[src/inc/uosp_pkg.sv]
// package for the usb otg status and power control block
// assumes a 200 MHz core clock and a plain strobe-based register port
// Overview of operation
// cable type bit reads 1 for no cable or B cable, 0 for A cable
// line stable bit is 1 only if se0 and j were unchanged for 1 ms
// session valid bit follows vbus above session valid threshold, both roles
// B session end bit is 1 while vbus below session valid; the code sets it only while b_role is high
// A vbus valid bit is 1 while vbus above session valid on A device
// activity pending set on bus activity before interrupt, cleared when none pending
// sleep guard set blocks sleep on activity or pending notification
// busy reads 1 while active or not yet ready to re-enable
// suspend gates the 48 MHz clock and puts transceiver in low power
// enable off holds outputs inactive, releases pins, shuts analog down; sleep_block is not gated by enable and still follows the sleep guard
// software ignores status and avoids writes while disabled and busy
// bits 31 to 8 and unimplemented bits read as zero
// all bits reset to zero; status read-only, controls read-write
// asynchronous comparator and line inputs are synchronised before exposure
// writes to read-only bits have no side effect
package uosp_pkg;
   localparam logic [3:0]  OTG_STATUS_OFFSET  = 4'h0;
   localparam logic [3:0]  POWER_CTRL_OFFSET  = 4'h4;
   localparam int          CABLE_BIT          = 7;
   localparam int          LINE_STABLE_BIT    = 5;
   localparam int          SESSION_VALID_BIT  = 3;
   localparam int          B_SESS_END_BIT     = 2;
   localparam int          A_VBUS_VALID_BIT   = 0;
   localparam int          ACT_PEND_BIT       = 7;
   localparam int          SLEEP_GUARD_BIT    = 4;
   localparam int          BUSY_BIT           = 3;
   localparam int          SUSPEND_BIT        = 1;
   localparam int          ENABLE_BIT         = 0;
   localparam logic [31:0] REG_RESET          = 32'h0000_0000;
   localparam int          CORE_CLK_MHZ       = 200;
   localparam int          STABLE_TIME_US     = 1000;
   localparam int          STABLE_CYCLES      = STABLE_TIME_US * CORE_CLK_MHZ;
   localparam int          BUSY_HOLD_CYCLES   = 8;
   localparam int          SYNC_WIDTH         = 7;
endpackage : uosp_pkg

[src/inc/uosp_sync_if.sv]
// bundle of synchronised transceiver inputs
// assumes one clock domain, core_clk
`timescale 1ns/1ps
interface uosp_sync_if;
   import uosp_pkg::*;
   logic [SYNC_WIDTH-1:0] raw;
   logic [SYNC_WIDTH-1:0] synced;
   modport src (input raw, output synced);
   modport dst (output raw, input synced);
endinterface : uosp_sync_if

[src/core/uosp_sync.sv]
// two flop synchroniser for the asynchronous comparator and line inputs
// assumes asynchronous active high reset
`timescale 1ns/1ps
module uosp_sync
   import uosp_pkg::*;
(
   // clock and reset
   input  wire logic core_clk,
   input  wire logic rst,
   // signal bundle
   uosp_sync_if.src  sig
);
   logic [SYNC_WIDTH-1:0] meta_reg;
   logic [SYNC_WIDTH-1:0] sync_reg;

   // first stage feeds only the second
   always_ff @(posedge core_clk or posedge rst) begin
      if (rst) begin
         meta_reg <= '0;
         sync_reg <= '0;
      end else begin
         meta_reg <= sig.raw;
         sync_reg <= meta_reg;
      end
   end
   assign sig.synced = sync_reg;
endmodule : uosp_sync

[src/core/uosp_top.sv]
// otg status and power control registers with line stability timer
// assumes transceiver inputs asynchronous; register port single cycle
`timescale 1ns/1ps
module uosp_top
   import uosp_pkg::*;
#(
   parameter int STABLE_COUNT = STABLE_CYCLES
)(
   // clock and reset
   input  wire logic        core_clk,
   input  wire logic        rst,
   // register port
   input  wire logic [3:0]  reg_addr,
   input  wire logic [31:0] reg_wdata,
   input  wire logic        reg_wr,
   input  wire logic        reg_rd,
   output logic      [31:0] reg_rdata,
   // transceiver and comparators
   input  wire logic        id_pin,
   input  wire logic        se0_line,
   input  wire logic        j_line,
   input  wire logic        vbus_above_sess,
   input  wire logic        b_role,
   input  wire logic        bus_activity,
   input  wire logic        core_active,
   // interrupt handshake from the usb core
   input  wire logic        act_irq_done,
   // power and clock control
   output logic             usb_clk_gate_en,
   output logic             xcvr_low_power,
   output logic             usb_pins_owned,
   output logic             analog_enable,
   output logic             sleep_block
);
   typedef enum logic [1:0] {
      UOSP_OFF      = 2'b00,
      UOSP_ON       = 2'b01,
      UOSP_DRAINING = 2'b11
   } uosp_pwr_type;

   uosp_sync_if sync_bus ();
   uosp_sync u_sync (
      .core_clk (core_clk),
      .rst      (rst),
      .sig      (sync_bus.src)
   );
   assign sync_bus.raw = {core_active, bus_activity, b_role, vbus_above_sess,
                          j_line, se0_line, id_pin};

   wire id_s        = sync_bus.synced[0];
   wire se0_s       = sync_bus.synced[1];
   wire j_s         = sync_bus.synced[2];
   wire vbus_s      = sync_bus.synced[3];
   wire brole_s     = sync_bus.synced[4];
   wire activity_s  = sync_bus.synced[5];
   wire active_s    = sync_bus.synced[6];

   // register state
   logic        enable_reg,  enable_next;
   logic        suspend_reg, suspend_next;
   logic        guard_reg,   guard_next;
   logic        pend_reg,    pend_next;
   logic        busy_reg,    busy_next;
   logic [31:0] rdata_reg,   rdata_next;
   logic        stable_reg,  stable_next;
   logic [31:0] stab_cnt_reg, stab_cnt_next;
   logic [1:0]  line_prev_reg;
   logic [3:0]  drain_cnt_reg, drain_cnt_next;
   uosp_pwr_type pwr_reg, pwr_next;
   logic        clk_en_reg, lowpwr_reg, pins_reg, analog_reg, sleep_reg;

   // decode
   wire wr_status  = reg_wr && (reg_addr == OTG_STATUS_OFFSET);
   wire wr_power   = reg_wr && (reg_addr == POWER_CTRL_OFFSET);
   wire rd_status  = reg_rd && (reg_addr == OTG_STATUS_OFFSET);
   wire rd_power   = reg_rd && (reg_addr == POWER_CTRL_OFFSET);

   // line state stability timer
   wire [1:0] line_now     = {j_s, se0_s};
   wire       line_changed = (line_now != line_prev_reg);
   wire       stab_done    = (stab_cnt_reg >= STABLE_COUNT[31:0] - 32'h0000_0001);
   assign stab_cnt_next = line_changed ? 32'h0000_0000
                        : (stab_done ? stab_cnt_reg : stab_cnt_reg + 32'h0000_0001);
   assign stable_next   = !line_changed && stab_done;

   // status word; unimplemented bits are zero
   wire [31:0] status_word = 32'h0000_0000
      | ({31'h0000_0000, id_s}                   << CABLE_BIT)
      | ({31'h0000_0000, stable_reg}             << LINE_STABLE_BIT)
      | ({31'h0000_0000, vbus_s}                 << SESSION_VALID_BIT)
      | ({31'h0000_0000, brole_s && !vbus_s}     << B_SESS_END_BIT)
      | ({31'h0000_0000, !brole_s && vbus_s}     << A_VBUS_VALID_BIT);
   wire [31:0] power_word = 32'h0000_0000
      | ({31'h0000_0000, pend_reg}    << ACT_PEND_BIT)
      | ({31'h0000_0000, guard_reg}   << SLEEP_GUARD_BIT)
      | ({31'h0000_0000, busy_reg}    << BUSY_BIT)
      | ({31'h0000_0000, suspend_reg} << SUSPEND_BIT)
      | ({31'h0000_0000, enable_reg}  << ENABLE_BIT);
   assign rdata_next = rd_status ? status_word
                     : (rd_power ? power_word : 32'h0000_0000);

   // control bits; status register writes and read-only bits are dropped
   assign enable_next  = wr_power ? reg_wdata[ENABLE_BIT]      : enable_reg;
   assign suspend_next = wr_power ? reg_wdata[SUSPEND_BIT]     : suspend_reg;
   assign guard_next   = wr_power ? reg_wdata[SLEEP_GUARD_BIT] : guard_reg;

   // activity pending: set wins over the clear
   assign pend_next = (enable_reg && activity_s) ? 1'b1
                    : (act_irq_done ? 1'b0 : pend_reg);

   // power sequencer: drain time after disable before the sequencer returns to off
   always_comb begin
      pwr_next       = pwr_reg;
      drain_cnt_next = drain_cnt_reg;
      unique case (pwr_reg)
         UOSP_OFF: begin
            if (enable_reg) pwr_next = UOSP_ON;
         end
         UOSP_ON: begin
            if (!enable_reg) begin
               pwr_next       = UOSP_DRAINING;
               drain_cnt_next = 4'(BUSY_HOLD_CYCLES - 1);
            end
         end
         UOSP_DRAINING: begin
            // re-enable during the drain goes straight back on; the next
            // disable then restarts the full hold
            if (enable_reg) pwr_next = UOSP_ON;
            else if (drain_cnt_reg != 4'h0) drain_cnt_next = drain_cnt_reg - 4'h1;
            else if (!active_s) pwr_next = UOSP_OFF;
         end
         default: pwr_next = UOSP_OFF;
      endcase
   end
   assign busy_next = (pwr_next != UOSP_OFF) || active_s;

   // software controls and pending flag
   always_ff @(posedge core_clk or posedge rst) begin
      if (rst) begin
         enable_reg  <= 1'b0;
         suspend_reg <= 1'b0;
         guard_reg   <= 1'b0;
         pend_reg    <= 1'b0;
         busy_reg    <= 1'b0;
      end else begin
         enable_reg  <= enable_next;
         suspend_reg <= suspend_next;
         guard_reg   <= guard_next;
         pend_reg    <= pend_next;
         busy_reg    <= busy_next;
      end
   end

   // read data stands for one cycle only
   always_ff @(posedge core_clk or posedge rst) begin
      if (rst) begin
         rdata_reg <= REG_RESET;
      end else begin
         rdata_reg <= rdata_next;
      end
   end

   // line stability timer
   always_ff @(posedge core_clk or posedge rst) begin
      if (rst) begin
         stable_reg    <= 1'b0;
         stab_cnt_reg  <= 32'h0000_0000;
         line_prev_reg <= 2'h0;
      end else begin
         stable_reg    <= stable_next;
         stab_cnt_reg  <= stab_cnt_next;
         line_prev_reg <= line_now;
      end
   end

   // power sequencer state
   always_ff @(posedge core_clk or posedge rst) begin
      if (rst) begin
         drain_cnt_reg <= 4'h0;
         pwr_reg       <= UOSP_OFF;
      end else begin
         drain_cnt_reg <= drain_cnt_next;
         pwr_reg       <= pwr_next;
      end
   end

   // outputs registered
   always_ff @(posedge core_clk or posedge rst) begin
      if (rst) begin
         clk_en_reg <= 1'b0;
         lowpwr_reg <= 1'b1;
         pins_reg   <= 1'b0;
         analog_reg <= 1'b0;
      end else begin
         clk_en_reg <= enable_next && !suspend_next;
         lowpwr_reg <= suspend_next || !enable_next;
         pins_reg   <= enable_next;
         analog_reg <= enable_next;
      end
   end

   // sleep entry guard output
   always_ff @(posedge core_clk or posedge rst) begin
      if (rst) begin
         sleep_reg <= 1'b0;
      end else begin
         sleep_reg <= guard_next && (activity_s || pend_next);
      end
   end

   assign reg_rdata       = rdata_reg;
   assign usb_clk_gate_en = clk_en_reg;
   assign xcvr_low_power  = lowpwr_reg;
   assign usb_pins_owned  = pins_reg;
   assign analog_enable   = analog_reg;
   assign sleep_block     = sleep_reg;

   a_pend_set_wins: assert property (@(posedge core_clk) disable iff (rst)
      (enable_reg && activity_s) |=> pend_reg)
      else $error("activity pending not set");
   a_sleep_guard_off: assert property (@(posedge core_clk) disable iff (rst)
      !guard_reg ##1 !guard_reg |-> !sleep_block)
      else $error("sleep blocked with guard off");
   a_suspend_gates: assert property (@(posedge core_clk) disable iff (rst)
      suspend_reg |-> !usb_clk_gate_en && xcvr_low_power)
      else $error("clock not gated in suspend");
   a_disable_release: assert property (@(posedge core_clk) disable iff (rst)
      !enable_reg |-> !usb_pins_owned && !analog_enable)
      else $error("pins held while disabled");
   a_busy_after_off: assert property (@(posedge core_clk) disable iff (rst)
      $fell(enable_reg) |-> busy_reg [*7])
      else $error("busy dropped too early");
   a_status_read_data: assert property (@(posedge core_clk) disable iff (rst)
      reg_rd && reg_addr == OTG_STATUS_OFFSET |=> reg_rdata[31:8] == 24'h00_0000
      && reg_rdata[6] == 1'b0 && reg_rdata[4] == 1'b0 && reg_rdata[1] == 1'b0)
      else $error("reserved status bits nonzero");
   a_stable_clears: assert property (@(posedge core_clk) disable iff (rst)
      (line_now != line_prev_reg) |=> !stable_reg)
      else $error("line stable despite change");
   a_sess_end_excl: assert property (@(posedge core_clk) disable iff (rst)
      reg_rd && reg_addr == OTG_STATUS_OFFSET |=> !(reg_rdata[3] && reg_rdata[2]))
      else $error("session end and valid together");
   a_ro_write_ignored: assert property (@(posedge core_clk) disable iff (rst)
      (reg_wr && reg_addr == OTG_STATUS_OFFSET) |=> $stable(enable_reg))
      else $error("status write changed control");

   // register port answers
   a_rdata_idle: assert property (@(posedge core_clk) disable iff (rst)
      !reg_rd |=> reg_rdata == 32'h0000_0000)
      else $error("read data not zero between reads");
   a_power_reserved: assert property (@(posedge core_clk) disable iff (rst)
      rd_power |=> reg_rdata[31:8] == 24'h00_0000 && reg_rdata[6:5] == 2'b00
      && reg_rdata[2] == 1'b0)
      else $error("reserved power bits nonzero");
   a_unmapped_zero: assert property (@(posedge core_clk) disable iff (rst)
      (reg_rd && !rd_status && !rd_power) |=> reg_rdata == 32'h0000_0000)
      else $error("unmapped read not zero");
   a_write_takes: assert property (@(posedge core_clk) disable iff (rst)
      wr_power |=> enable_reg == $past(reg_wdata[ENABLE_BIT])
      && suspend_reg == $past(reg_wdata[SUSPEND_BIT]))
      else $error("control write lost");
   a_other_write: assert property (@(posedge core_clk) disable iff (rst)
      (reg_wr && !wr_power) |=> $stable(enable_reg) && $stable(suspend_reg)
      && $stable(guard_reg))
      else $error("controls changed by foreign write");

   // status word fields follow the synchronised inputs
   a_cable_bit: assert property (@(posedge core_clk) disable iff (rst)
      rd_status |=> reg_rdata[CABLE_BIT] == $past(id_s))
      else $error("cable type bit wrong");
   a_line_bit: assert property (@(posedge core_clk) disable iff (rst)
      rd_status |=> reg_rdata[LINE_STABLE_BIT] == $past(stable_reg))
      else $error("line stable bit wrong");
   a_sess_valid_bit: assert property (@(posedge core_clk) disable iff (rst)
      rd_status |=> reg_rdata[SESSION_VALID_BIT] == $past(vbus_s))
      else $error("session valid bit wrong");
   a_b_end_bit: assert property (@(posedge core_clk) disable iff (rst)
      rd_status |=> reg_rdata[B_SESS_END_BIT] == $past(brole_s && !vbus_s))
      else $error("session end bit wrong");
   a_a_valid_bit: assert property (@(posedge core_clk) disable iff (rst)
      rd_status |=> reg_rdata[A_VBUS_VALID_BIT] == $past(!brole_s && vbus_s))
      else $error("vbus valid bit wrong");

   // pending flag, busy and power outputs
   a_pend_needs_en: assert property (@(posedge core_clk) disable iff (rst)
      (!enable_reg && !pend_reg) |=> !pend_reg)
      else $error("pending set while disabled");
   a_pend_clears: assert property (@(posedge core_clk) disable iff (rst)
      (act_irq_done && !(enable_reg && activity_s)) |=> !pend_reg)
      else $error("pending not cleared");
   a_guard_blocks: assert property (@(posedge core_clk) disable iff (rst)
      (guard_reg && pend_reg) |-> sleep_block)
      else $error("sleep not blocked while pending");
   a_busy_when_on: assert property (@(posedge core_clk) disable iff (rst)
      enable_reg |=> busy_reg)
      else $error("busy low while enabled");
   a_drain_busy: assert property (@(posedge core_clk) disable iff (rst)
      (pwr_reg == UOSP_DRAINING) |-> busy_reg)
      else $error("busy low while draining");
   a_clk_runs: assert property (@(posedge core_clk) disable iff (rst)
      (enable_reg && !suspend_reg) |-> usb_clk_gate_en && !xcvr_low_power)
      else $error("clock gated while running");
   a_pins_owned: assert property (@(posedge core_clk) disable iff (rst)
      enable_reg |-> usb_pins_owned && analog_enable)
      else $error("pins not owned while enabled");
endmodule : uosp_top

[config.mk]
export PLATFORM = sky130hd
export DESIGN_NAME = uosp_top
export DESIGN_NICKNAME = d
export VERILOG_FILES = /design/src/inc/uosp_pkg.sv /design/src/inc/uosp_sync_if.sv /design/src/core/uosp_sync.sv /design/src/core/uosp_top.sv
export SDC_FILE = /design/constraint.sdc
export NUM_CORES = 1
export LEC_CHECK = 0
export BUFFER_PORTS_ARGS = -buffer_cell sky130_fd_sc_hd__buf_2
export CAP_MARGIN = 20
export CORE_MARGIN = 2
export CORE_UTILIZATION = 45
export CTS_CLUSTER_SIZE = 20
export DETAILED_ROUTE_END_ITERATION = 8
export PLACE_DENSITY = 0.78
export REMOVE_ABC_BUFFERS = 1
export SETUP_SLACK_MARGIN = 0.05
export SLEW_MARGIN = 20
export SYNTH_ARGS = -nofsm -noshare
export SYNTH_HDL_FRONTEND = slang
export SYNTH_SLANG_ARGS = --single-unit
[constraint.sdc]
create_clock -name core_clk -period 3.95 [get_ports core_clk]
set_input_delay 0.395 -clock core_clk [delete_from_list [all_inputs] [get_ports core_clk]]
set_output_delay 0.395 -clock core_clk [all_outputs]
set_load 0.02 [all_outputs]
==> metrics.yaml <==
grt_pass1_wl_um: 8360
placed_area_um2: 3250
use_met2: 0.211
setup_slack_ps: 1840
path_clk_slew_ps: 70
die-area_um2: 7650
max-slew-margin-rel: 0.320
start_kind: "register"
irDropWorstVdd_mv: 0.191
drt_iter0_markers: 55
synth_cell_types: 44
power_density_nw_per_um2: 437
ys_seq_elements: 70
die_h_um: 87.5
cts-root-buf: "clkbuf_8"
rows: 30
synthesis.area_um2: 3130
grt_overflow_total: 0
antenna_found_initial: 0
syn_inst: 265
worstPathArrival_ps: 2310
worstSetupPathType: "reg2reg"
wl_per_cell_um: 12.8
rr_startpoint: "stab_cnt_reg[15]"
grt_util_all_layers: 0.145
fin_skew_ps: 6.06
fmax_ghz: 0.473
r2r-end: "stab_cnt_reg[1]"
dp_slack_ps: 1900
worst_slew_pin_slew_ps: 1020
hp-class: "in2async"
diodes: 0
fillCellCount: 600
reg2reg_slack_ps: 1840
numPortBuffers: 30
stdcell_count: 383
status: "completed"
dp.cells: 367
totalWireLength_um: 4910
maxCapViolCount: 0
globalplace.congestion: 0.793
met3_usage: 0.0531
grt-busiest-layer: "met2"
yosysTopAreaCell: "dfrtp_1"
htreeDepth: 3
seq_area_um2: 1750
rsz0062_at_grt: "false"
worstSetupEndpointType: "register"
multi_input_area_um2: 1200
grt.met1_usage: 0.187
initial_core_util: 0.464
finalCritPeriodShare: 0.535
grt_max_degree: 43
p_leak_uw: 0.00165
syn_to_final_growth_pct: 9.82
synth_most_common_cell: "dfrtp_1"
largest_register_ffs: 32
tritoncts: "yes"
finalHoldViolations: 0
clkLatencyLatePin_ps: 340
synthTopCellsByArea: "dfrtp_1 (55%), buf_4 (6.2%), xnor2_1 (4.5%), and3_1 (4.2%), nor4_2 (4.0%)"
worst-r2r-cell-count: 5
drv_slew: 0
ys_warn_count: 0
ys_seq_area_frac: 0.559
io_pins: 85
ys.flop_type: "dfrtp_1"
synth-edff-count: 0
setup_violations: 0
cts_resized: 0
vias: 1900
dpl.hpwl_um: 3320
drive_above_1_share: 0.241
vias_per_cell: 4.96
cp_max_fo: 15
hold_slack_ps: 112
ctsLongestPathBuffers: 2
avgSynthCellArea_um2: 11.8
die_w_um: 87.5
coreArea_um2: 6760
stdcell_area_um2: 3440
tns_ps: 0
grt_pass1_vias: 1806
synth_async_sr_flop_share: 1.00
period_needed_ps: 2110
synth_top_area_frac: 0.551
postCtsSetupBuffers: 0
synth_commonest_cells: "dfrtp_1 (69), nor2_1 (29), buf_4 (26)"
cts_buffers: 9
hold_buffers: 0
ant_nets: 0
required_ps: 4150
final_nets: 349
drc: 0
clock_sinks: 70
dr.pass1.iters: 4
[worst max-delay path by stage]
| stage | endpoint | slack, ps | start |
|---|---|---|---|
| 2_1_floorplan | analog_enable | 1790 | rst |
| 3_3_place_gp | stab_cnt_reg[1] | 1920 | stab_cnt_reg[18] |
| 3_5_place_dp | stab_cnt_reg[6] | 1900 | u_sync.sig.synced[1] |
| 4_1_cts | stab_cnt_reg[1] | 1830 | stab_cnt_reg[15] |
| 5_1_grt | stab_cnt_reg[6] | 1570 | u_sync.sig.synced[1] |
| 6_report | stab_cnt_reg[1] | 1840 | stab_cnt_reg[15] |
[cells in the final DEF, fill, tap and decap left out, drive strengths merged, types with 10 or more instances in the layout]
master / instances
inv: 11
clkbuf: 11
and3: 22
buf: 31
dfrtp: 69
nand3: 10
conb: 25
nor4: 12
nor2: 29
xnor2: 16
nand2: 10
[through the flow]
stage	total power [µW]	util
after floorplan	919	-
after global placement	962	0.481
after detailed placement	970	0.481
after CTS	1530	0.509
after global routing	1590	0.509
final	1500	0.509
[worst max-delay path: stages, from the launching register on]
cell	delay [ps]
dfrtp_1	430
nor4_1	490
a21oi_2	360
a211oi_4	420
mux2i_1	230
nor2_1	50
[layer usage]
layer / vias to the layer above / part of all wire
met4: 0 / 0.020
met1: 908 / 0.45
li1: 919 / -
met2: 60 / 0.46
met5: - / 0
met3: 13 / 0.070
[layout make-up]
cell class / count / area share
Clock buffer: 11 / 0.0411
Tap cell: 80 / 0.0291
Inverter: 11 / 0.0120
Clock inverter: 5 / 0.0145
Sequential cell: 70 / 0.509
Multi-Input combinational cell: 175 / 0.348
Timing Repair Buffer: 31 / 0.0458
[cell families (layout without fill, tap and decap cells)]
family | Yosys count | count (layout) | synth area share
buffers and inverters | 44 | 58 | 0.0870
flip-flops | 70 | 70 | 0.559
XOR/XNOR | 18 | 18 | 0.0503
AND/OR/NAND/NOR | 102 | 102 | 0.205
multiplexers | 6 | 6 | 0.0196
AO/OA/AOI/OAI | 21 | 21 | 0.0655
adder cells (fa/ha/maj) | 3 | 3 | 0.0120
other | 1 | 25 | 0.00120
[where the power goes]
group	switching (µW)	leakage [µW]	total (µW)	internal (µW)
combinational	109	0.000646	161	52.2
sequential	31.5	0.000903	793	762
clock	245	0.000103	549	304
total	385	0.00165	1500	1120
Note: power is estimated with default switching activity, not from simulation.
